==> src/hw/frame_link_pkg.sv <==
package frame_link_pkg;

	// Field sizes in bytes for each frame kind.
	localparam int unsigned CMD_BYTES = 4;
	localparam int unsigned URGENT_BYTES = 8;
	localparam int unsigned HEADER_BYTES = 4;
	localparam int unsigned PAYLOAD_BYTES = 8;
	localparam int unsigned BUSREQ_BYTES = 4;

	// Lead-in and trailing marker bytes framing every transmission.
	localparam logic [7:0] PREAMBLE_BYTE = 8'h55;
	localparam logic [7:0] TRAILER_BYTE = 8'hd5;

	// Send list storage: eight lists of up to fifteen entries.
	localparam int unsigned NUM_LISTS = 8;
	localparam int unsigned MAX_PAYLOADS = 15;

	// CRC settings, 8-bit with a configurable polynomial and seed.
	localparam logic [7:0] CRC_POLY = 8'h07;
	localparam logic [7:0] CRC_SEED = 8'hff;

	// Link timing at a 20 MHz clock.
	localparam int unsigned CLK_HZ = 20000000;
	localparam int unsigned BIT_RATE_STD = 12500000;
	localparam int unsigned BIT_RATE_FAST = 25000000;
	localparam int unsigned URGENT_LAT_US = 10;
	localparam int unsigned URGENT_LAT_CYC = URGENT_LAT_US * (CLK_HZ / 1000000);
	localparam int unsigned CYCLE_MIN_US = 25;
	localparam int unsigned CYCLE_MIN_CYC = CYCLE_MIN_US * (CLK_HZ / 1000000);

	// Command byte 0 layout: bits 2:0 select list, bit 3 clears errors.
	localparam int unsigned CMD_LIST_LSB = 0;
	localparam int unsigned CMD_CLR_BIT = 3;

	// One 8-bit CRC step over a whole byte, MSB first.
	function automatic logic [7:0] crc8_step(input logic [7:0] crc,
		input logic [7:0] data);
		logic [7:0] c;
		c = crc ^ data;
		for (int i = 0; i < 8; i++) begin
			c = c[7] ? ((c << 1) ^ CRC_POLY) : (c << 1);
		end
		return c;
	endfunction

endpackage

==> src/hw/frame_link_if.sv <==
`timescale 1ns/1ps
`default_nettype none
// Byte-serial half-duplex pair between controller and encoder.
interface frame_link_if;
	logic [7:0] m_data; // Byte driven by the controller.
	logic m_valid; // Controller byte strobe.
	logic m_oe; // Controller drives the pair.
	logic [7:0] s_data; // Byte driven by the encoder.
	logic s_valid; // Encoder byte strobe.
	logic s_oe; // Encoder drives the pair.
	modport master (output m_data, output m_valid, output m_oe,
		input s_data, input s_valid, input s_oe);
	modport slave (input m_data, input m_valid, input m_oe,
		output s_data, output s_valid, output s_oe);
endinterface
`default_nettype wire

==> src/hw/encoder_end.sv <==
`timescale 1ns/1ps
`default_nettype none
// Contract
// - Half-duplex request then response only
// - Standard 12.5 Mbit/s, optional 25 Mbit/s
// - Master opens cycle, encoder only answers
// - Preamble and trailer around fixed frames
// - Command steers response and clears errors
// - Urgent first, then header, then payloads
// - Exactly one urgent payload frame
// - Exactly one secondary header with count
// - Zero to fifteen secondary payload frames
// - Encoder steps send list each cycle
// - Lists volatile or non-volatile storage
// - Storage for eight send lists
// - Command kind selects active send list
// - CRC guards each frame group
// - Sizes four, eight, four, eight bytes
// - Background memory channel inside frames
// - Bus mode adds leading bus request
// - Urgent latency 10 us, readable value
// - Cycles no faster than 25 us
module encoder_end (
	input wire logic clk_i,
	input wire logic resetn_i,
	frame_link_if.slave link,
	input wire logic [63:0] position_i, // Position latched per cycle.
	input wire logic [7:0] status_i, // Status placed in the header.
	input wire logic [63:0] item_data_i, // Data for the selected item.
	output logic [3:0] item_sel_o, // Item number wanted for a payload.
	input wire logic list_we_i, // Write one send list entry.
	input wire logic [2:0] list_wsel_i, // List being written.
	input wire logic [3:0] list_widx_i, // Entry index; 15 writes length.
	input wire logic [3:0] list_wdata_i, // Item number or length.
	output logic [15:0] bg_data_o, // Background word from command.
	output logic bg_valid_o, // One-cycle pulse with bg_data_o.
	output logic err_clear_o, // One-cycle error clear pulse.
	output logic crc_err_o, // Command CRC mismatch pulse.
	output logic [15:0] latency_param_o // Urgent latency in cycles.
);
	// Phases of a cycle.
	typedef enum logic [2:0] {
		S_IDLE = 3'b000, S_RXCMD = 3'b001, S_PRE = 3'b010,
		S_URG = 3'b011, S_HDR = 3'b100, S_PAY = 3'b101,
		S_TRL = 3'b110, S_REL = 3'b111
	} st_t;
	st_t st_reg;
	// Send lists in flip-flops; volatile, reloaded by host after restart.
	logic [3:0] list_reg [frame_link_pkg::NUM_LISTS][16];
	logic [3:0] pos_reg [frame_link_pkg::NUM_LISTS]; // Walk position.
	logic [3:0] byte_reg; // Byte index in a frame.
	logic [3:0] pay_reg; // Payloads sent this cycle.
	logic [2:0] act_reg; // Active list.
	logic [7:0] crc_reg;
	logic [7:0] cmd_reg [frame_link_pkg::CMD_BYTES];
	logic [63:0] urg_reg;
	logic bus_reg; // Bus request seen ahead of the command.
	logic [7:0] s_data_reg;
	logic s_valid_reg;
	logic s_oe_reg;
	logic [3:0] count_w, entry_w;
	logic [7:0] hdr_w, urg_byte_w, pay_byte_w;
	logic [2:0] sel_w;
	logic rx_w;
	logic trl_w; // Byte closes the request.

	assign rx_w = link.m_valid && link.m_oe;
	// A trailer-valued byte equal to the running CRC is a bus-mode CRC byte.
	assign trl_w = (link.m_data == frame_link_pkg::TRAILER_BYTE) &&
		(crc_reg != frame_link_pkg::TRAILER_BYTE);
	assign count_w = list_reg[act_reg][15];
	assign entry_w = list_reg[act_reg][pos_reg[act_reg]];
	assign sel_w = cmd_reg[0][frame_link_pkg::CMD_LIST_LSB +: 3];
	assign urg_byte_w = urg_reg[63 - 8 * byte_reg[2:0] -: 8];
	assign pay_byte_w = item_data_i[63 - 8 * byte_reg[2:0] -: 8];
	// Header bytes: status, list id, count; the fourth byte is the CRC.
	assign hdr_w = (byte_reg == 4'h0) ? status_i :
		(byte_reg == 4'h1) ? {5'h00, act_reg} :
		(byte_reg == 4'h2) ? {4'h0, count_w} : cmd_reg[2];
	assign link.s_data = s_data_reg;
	assign link.s_valid = s_valid_reg;
	assign link.s_oe = s_oe_reg;

	// Send list writes from the configuration port.
	always_ff @(posedge clk_i) begin
		if (list_we_i) begin
			list_reg[list_wsel_i][list_widx_i] <= list_wdata_i;
		end
	end

	// Protocol sequencer: receive command, then answer in order.
	always_ff @(posedge clk_i) begin
		if (!resetn_i) begin
			st_reg <= S_IDLE;
			byte_reg <= 4'h0;
			pay_reg <= 4'h0;
			act_reg <= 3'h0;
			crc_reg <= frame_link_pkg::CRC_SEED;
			urg_reg <= 64'h0;
			bus_reg <= 1'b0;
			s_data_reg <= 8'h00;
			s_valid_reg <= 1'b0;
			s_oe_reg <= 1'b0;
			bg_valid_o <= 1'b0;
			bg_data_o <= 16'h0000;
			err_clear_o <= 1'b0;
			crc_err_o <= 1'b0;
			item_sel_o <= 4'h0;
			latency_param_o <= 16'h0000;
			for (int i = 0; i < frame_link_pkg::NUM_LISTS; i++) begin
				pos_reg[i] <= 4'h0;
			end
		end else begin
			bg_valid_o <= 1'b0;
			err_clear_o <= 1'b0;
			crc_err_o <= 1'b0;
			s_valid_reg <= 1'b0;
			latency_param_o <= 16'(frame_link_pkg::URGENT_LAT_CYC);
			case (st_reg)
				S_IDLE: begin
					// Only a controller preamble opens a cycle.
					if (rx_w && link.m_data == frame_link_pkg::PREAMBLE_BYTE) begin
						st_reg <= S_RXCMD;
						byte_reg <= 4'h0;
						bus_reg <= 1'b0;
						crc_reg <= frame_link_pkg::CRC_SEED;
					end
				end
				S_RXCMD: begin
					if (rx_w) begin
						if (byte_reg < 4'(frame_link_pkg::CMD_BYTES)) begin
							cmd_reg[byte_reg[1:0]] <= link.m_data;
							crc_reg <= frame_link_pkg::crc8_step(crc_reg, link.m_data);
							byte_reg <= byte_reg + 4'h1;
						end else if (trl_w) begin
							// Last command byte holds CRC: residue must be zero.
							if (crc_reg != 8'h00) begin
								crc_err_o <= 1'b1;
								st_reg <= S_IDLE;
							end else begin
								act_reg <= sel_w;
								err_clear_o <= cmd_reg[0][frame_link_pkg::CMD_CLR_BIT];
								bg_data_o <= {cmd_reg[1], cmd_reg[2]};
								bg_valid_o <= 1'b1;
								urg_reg <= position_i;
								st_reg <= S_PRE;
							end
						end else begin
							// A fifth byte before the trailer means the first byte was a bus request prefix.
							bus_reg <= 1'b1;
							cmd_reg[0] <= cmd_reg[1];
							cmd_reg[1] <= cmd_reg[2];
							cmd_reg[2] <= cmd_reg[3];
							cmd_reg[3] <= link.m_data;
							crc_reg <= frame_link_pkg::crc8_step(crc_reg, link.m_data);
						end
					end
				end
				S_PRE: begin
					// Controller has released the pair by now.
					if (!link.m_oe) begin
						s_oe_reg <= 1'b1;
						s_data_reg <= frame_link_pkg::PREAMBLE_BYTE;
						s_valid_reg <= 1'b1;
						byte_reg <= 4'h0;
						pay_reg <= 4'h0;
						crc_reg <= frame_link_pkg::CRC_SEED;
						st_reg <= S_URG;
					end
				end
				S_URG: begin
					// Urgent frame first, its last byte is the CRC.
					s_valid_reg <= 1'b1;
					if (byte_reg == 4'(frame_link_pkg::URGENT_BYTES - 1)) begin
						s_data_reg <= crc_reg;
						byte_reg <= 4'h0;
						st_reg <= S_HDR;
					end else begin
						s_data_reg <= urg_byte_w;
						crc_reg <= frame_link_pkg::crc8_step(crc_reg, urg_byte_w);
						byte_reg <= byte_reg + 4'h1;
					end
				end
				S_HDR: begin
					// Header shares the urgent frame's running CRC.
					s_valid_reg <= 1'b1;
					if (byte_reg == 4'(frame_link_pkg::HEADER_BYTES - 1)) begin
						s_data_reg <= crc_reg;
						byte_reg <= 4'h0;
						crc_reg <= frame_link_pkg::CRC_SEED;
						item_sel_o <= entry_w;
						st_reg <= (count_w == 4'h0) ? S_TRL : S_PAY;
					end else begin
						s_data_reg <= hdr_w;
						crc_reg <= frame_link_pkg::crc8_step(crc_reg, hdr_w);
						byte_reg <= byte_reg + 4'h1;
					end
				end
				S_PAY: begin
					// Each payload frame has its own CRC in its last byte.
					s_valid_reg <= 1'b1;
					if (byte_reg == 4'(frame_link_pkg::PAYLOAD_BYTES - 1)) begin
						s_data_reg <= crc_reg;
						byte_reg <= 4'h0;
						crc_reg <= frame_link_pkg::CRC_SEED;
						pay_reg <= pay_reg + 4'h1;
						// Walk on through the list, wrapping at its length.
						pos_reg[act_reg] <= (pos_reg[act_reg] + 4'h1 >= count_w) ?
							4'h0 : pos_reg[act_reg] + 4'h1;
						item_sel_o <= list_reg[act_reg][(pos_reg[act_reg] + 4'h1
							>= count_w) ? 4'h0 : pos_reg[act_reg] + 4'h1];
						if (pay_reg + 4'h1 == count_w) begin
							st_reg <= S_TRL;
						end
					end else begin
						s_data_reg <= pay_byte_w;
						crc_reg <= frame_link_pkg::crc8_step(crc_reg, pay_byte_w);
						byte_reg <= byte_reg + 4'h1;
					end
				end
				S_TRL: begin
					// Trailer goes out whatever the last CRC byte was.
					s_data_reg <= frame_link_pkg::TRAILER_BYTE;
					s_valid_reg <= 1'b1;
					st_reg <= S_REL;
				end
				S_REL: begin
					// Let go of the pair once the trailer has been sent.
					s_oe_reg <= 1'b0;
					st_reg <= S_IDLE;
				end
				default: st_reg <= S_IDLE;
			endcase
		end
	end
endmodule
`default_nettype wire

==> src/flat_wrapper.sv <==
// flat-port wrapper written by rule: the top's interface ports become plain ports
module encoder_end_flat 
  (clk_i, resetn_i, position_i, status_i, item_data_i, item_sel_o, list_we_i, list_wsel_i, list_widx_i, list_wdata_i, bg_data_o, bg_valid_o, err_clear_o, crc_err_o, latency_param_o, link_m_data, link_m_valid, link_m_oe, link_s_data, link_s_valid, link_s_oe);
  frame_link_if link_i ();
  input wire logic clk_i;
  input wire logic resetn_i;
  input wire logic [63:0] position_i;
  input wire logic [7:0] status_i;
  input wire logic [63:0] item_data_i;
  output logic [3:0] item_sel_o;
  input wire logic list_we_i;
  input wire logic [2:0] list_wsel_i;
  input wire logic [3:0] list_widx_i;
  input wire logic [3:0] list_wdata_i;
  output logic [15:0] bg_data_o;
  output logic bg_valid_o;
  output logic err_clear_o;
  output logic crc_err_o;
  output logic [15:0] latency_param_o;
  input wire logic [$bits(link_i.m_data)-1:0] link_m_data;
  input wire logic [$bits(link_i.m_valid)-1:0] link_m_valid;
  input wire logic [$bits(link_i.m_oe)-1:0] link_m_oe;
  output wire logic [$bits(link_i.s_data)-1:0] link_s_data;
  output wire logic [$bits(link_i.s_valid)-1:0] link_s_valid;
  output wire logic [$bits(link_i.s_oe)-1:0] link_s_oe;
  assign link_i.m_data = link_m_data;
  assign link_i.m_valid = link_m_valid;
  assign link_i.m_oe = link_m_oe;
  assign link_s_data = link_i.s_data;
  assign link_s_valid = link_i.s_valid;
  assign link_s_oe = link_i.s_oe;
  encoder_end u_core (.clk_i(clk_i), .resetn_i(resetn_i), .link(link_i), .position_i(position_i), .status_i(status_i), .item_data_i(item_data_i), .item_sel_o(item_sel_o), .list_we_i(list_we_i), .list_wsel_i(list_wsel_i), .list_widx_i(list_widx_i), .list_wdata_i(list_wdata_i), .bg_data_o(bg_data_o), .bg_valid_o(bg_valid_o), .err_clear_o(err_clear_o), .crc_err_o(crc_err_o), .latency_param_o(latency_param_o));
endmodule
==> config.mk <==
export PLATFORM = sky130hd
export DESIGN_NAME = encoder_end_flat
export DESIGN_NICKNAME = d
export VERILOG_FILES = /design/src/hw/frame_link_pkg.sv /design/src/hw/frame_link_if.sv /design/src/hw/encoder_end.sv /design/src/flat_wrapper.sv
export SDC_FILE = /design/constraint.sdc
export NUM_CORES = 1
export LEC_CHECK = 0
export BUFFER_PORTS_ARGS = -buffer_cell sky130_fd_sc_hd__buf_2
export CAP_MARGIN = 30
export CELL_PAD_IN_SITES_DETAIL_PLACEMENT = 0
export CELL_PAD_IN_SITES_GLOBAL_PLACEMENT = 2
export CORE_ASPECT_RATIO = 1.4
export CORE_MARGIN = 3
export CORE_UTILIZATION = 47
export CTS_CLUSTER_SIZE = 14
export DETAILED_ROUTE_END_ITERATION = 8
export GPL_TIMING_DRIVEN = 0
export PLACE_DENSITY = 0.9
export SYNTH_ARGS = -nofsm -noshare
export SYNTH_HDL_FRONTEND = slang
export SYNTH_SLANG_ARGS = --single-unit
==> constraint.sdc <==
create_clock -name clk_i -period 7.9 [get_ports clk_i]
set_clock_uncertainty 0.05 [all_clocks]
set_input_delay 1.58 -clock clk_i [delete_from_list [all_inputs] [get_ports clk_i]]
set_output_delay 1.58 -clock clk_i [all_outputs]
set_load 0.1 [all_outputs]
==> results.yml <==
sta:
  maxSlewViolCount: 0
  hold_viol: 0
  rsz0062_at_grt: "false"
  slew_headroom_pct: 34.80
  fin_crit_ns: 5.843
  setup_violations: 0
  period_share_pct: 73.96
  worstMarginPinSlew_ns: 0.9780
  setup_tns_ns: 0
  fmax_ghz: 0.1711
worst_setup_path:
  crit_type: "register to register"
  worstSetupStartpointType: "register"
  crit_buf_inv: 6
  cp-end-kind: "register"
  cpMostUsedCell: "a211oi_1"
  cp_top_family: "compound AO/OA/AOI/OAI gates"
  worstPathMaxFanout: 11
  cpPeakStageDelay_ns: 0.73
  rr_endpoint: "u_core.item_sel_o[2]$_SDFFE_PN0P_"
  cpMaxStageDelayCell: "a2111oi_1"
  worstRegToRegCells: 18
  crit_cells: 18
  required_ns: 8.29
  path_cells: "buf_6, buf_6, mux4_2, mux2i_4, inv_2, buf_2, clkbuf_1, ha_1, xnor2_1, ha_1, a2111oi_1, o21ai_1, clkbuf_1, mux2i_1, a211oi_1, a31oi_1, a211oi_1, a211oi_1"
  worst_ep_arrival_time_ns: 6.23
  reg2reg_slack_ns: 2.06
flow_run:
  cap_violations: 0
die:
  initial_utilization_pct: 47.67
  die_x_um: 224.4
  core_sq_um: 65830
  ios: 209
  std_cell_rows: 111
  dieArea_sq_um: 69950
  fp.dieH_um: 311.7
cts:
  htree_levels: 3
  cts_root_buffer: "clkbuf_16"
  clk_pin_slew_worst_paths_ns: 0.07
  insertion_delay_ns: 0.62
  cts_buffer_depth: 3
  post_cts_buffers: 0
  numCtsBuffers: 68
  tritoncts: "done"
  ctsResizeCount: 0
  cts_hold_buf: 0
  cts.sinks: 695
synth:
  synth_most_common_cell: "edfxtp_1"
  synth_edf_count: 572
  ys_top_cells_by_count: "572 x edfxtp_1, 299 x nand2_1, 254 x nor2_1, 169 x mux4_2, 123 x dfxtp_1"
  syn-cell-area_sq_um: 31380
  netlist-cell-type-count: 79
  yosysTopAreaCell: "edfxtp_1"
  ys_top_cells_by_area: "edfxtp_1 55%, mux4_2 12%, dfxtp_1 7.8%"
  postSynth.asyncResetShare_pct: 0
  postSynthCellCount: 2197
  synthesis.yosys.warnings: 0
  yosysSeqAreaShare_pct: 62.58
  synth-main-ff-cell: "edfxtp_1"
  synth.avg_cell_area_sq_um: 14.28
  synth_top_cell_area_share_pct: 54.74
  ys_ff_latch: 695
place:
  gp_congestion: 0.9604
  numPortBuffers: 192
  hpwl_mm: 70.74
  post_dp_cell_area_sq_um: 33720
drt:
  avgViaCountPerCell: 5.986
  ant_nets: 0
  drc: 0
  finalWirelength_mm: 95.67
  post_drt_wl_per_cell_um: 28.30
  num_vias: 20240
  drt_iter0_drc: 2020
  dr.pass1.iters: 5
status:
  status: "completed"
cells_and_area:
  fill_cells: 5368
  layout-area-overhead-vs-synth_pct: 14.37
  drive_above_1_share_pct: 23.52
  fin_util_pct: 54.52
  largest_register_ff_count: 512
  stdcell_area_sq_um: 35890
  n_antenna_cell: 0
  nets: 2656
grt:
  grtUsageTotal_pct: 27.25
  antenna_found_initial: 4
  grt-ovfl-total: 0
  grt_pass1_wl_mm: 139.6
  grt_pass1_vias: 21050
  grt_max_degree: 109
hold_path:
  hp-class: "register to register"
  hp-start: "u_core.urg_reg[32]$_SDFFE_PN0P_"
  hold_path_depth: 2
  min_to: "u_core.urg_reg[32]$_SDFFE_PN0P_"
power:
  ir_worst_vdd_uv: 197.3
  p_leak_nw: 11.73
  p_per_area_nw_per_um2: 212.9
==> cells in the final DEF, fill, tap and decap left out, types with 62 or more instances in the layout <==
cell and instances:
a21boi_0 87, buf_2 221, clkbuf_1 96, edfxtp_1 572, nand2_1 299, nor2_1 254, mux4_2 169, xnor2_1 62
clkbuf_16 68, dfxtp_1 123
==> logic make-up (layout without fill, tap and decap cells) <==
kind of cell               count (synthesis)  count (layout)  share of synthesized area, %
AOI/OAI and AO/OA                        293             293                         6.711
muxes                                    276             276                         15.91
buffers and inverters                    171             496                         2.727
other                                      1              13                       0.01195
and+or+nand+nor                          653             653                         8.616
xor gates and xnor gates                  98              98                         3.046
adders and majority gates                 10              10                        0.3987
DFF                                      695             695                         62.58
==> through the flow <==
stage          total power [mW]  worst slack, ns  std cells  hold slack (ns)
5_1_grt                   7.866            1.671       3381           0.4294
3_5_place_dp              4.515            2.080       3263           0.4035
4_1_cts                   7.690            2.098       3381           0.4123
6_report                  7.642            2.057       3381           0.4094
2_1_floorplan             4.315            3.479       2209           0.3877
3_3_place_gp              4.500            2.094       3248           0.3961
==> worst max-delay path by stage <==
stage	slack, ns	start	end
after floorplan	3.48	register	u_core.item_sel_o[2]$_SDFFE_PN0P_
after global placement	2.09	register	u_core.item_sel_o[2]$_SDFFE_PN0P_
after detailed placement	2.08	register	u_core.item_sel_o[2]$_SDFFE_PN0P_
after CTS	2.10	register	u_core.item_sel_o[2]$_SDFFE_PN0P_
after global routing	1.67	register	u_core.item_sel_o[2]$_SDFFE_PN0P_
final	2.06	register	u_core.item_sel_o[2]$_SDFFE_PN0P_
==> layout make-up <==
class                      count  area (sq um)  area share (%)
sequential                   695         19640           54.72
buffer                       155         795.8           2.217
multi-input combinational   1343         10930           30.45
clock inverter                36         409.1           1.140
clock buffer                  82          1764           4.915
inverter                      16         60.06          0.1673
tap                          847          1060           2.953
timing repair buffer         207          1232           3.434
==> layer usage <==
metal  share of wire, %  track usage, %  wire (um)
met1                 35           31.14      33610
met5              0.025               0         24
met3                6.5           4.523       6246
met4                6.6           16.06       6284
met2                 52           48.00      49510
==> report_power, final <==
group,internal (mW),switching (mW)
sequential,3.98,0.00745
clock,1.80,1.39
combinational,0.152,0.306
total,5.94,1.71
==> tightest hold or removal path, delay by kind of cell, from the launching register on <==
| kind | cells | cell delay, ns |
|---|---|---|
| and+or+nand+nor | 1 | 0.04 |
| AOI/OAI and AO/OA | 1 | 0.06 |
| DFF | 1 | 0.31 |
(Power assumes the default switching activity.)
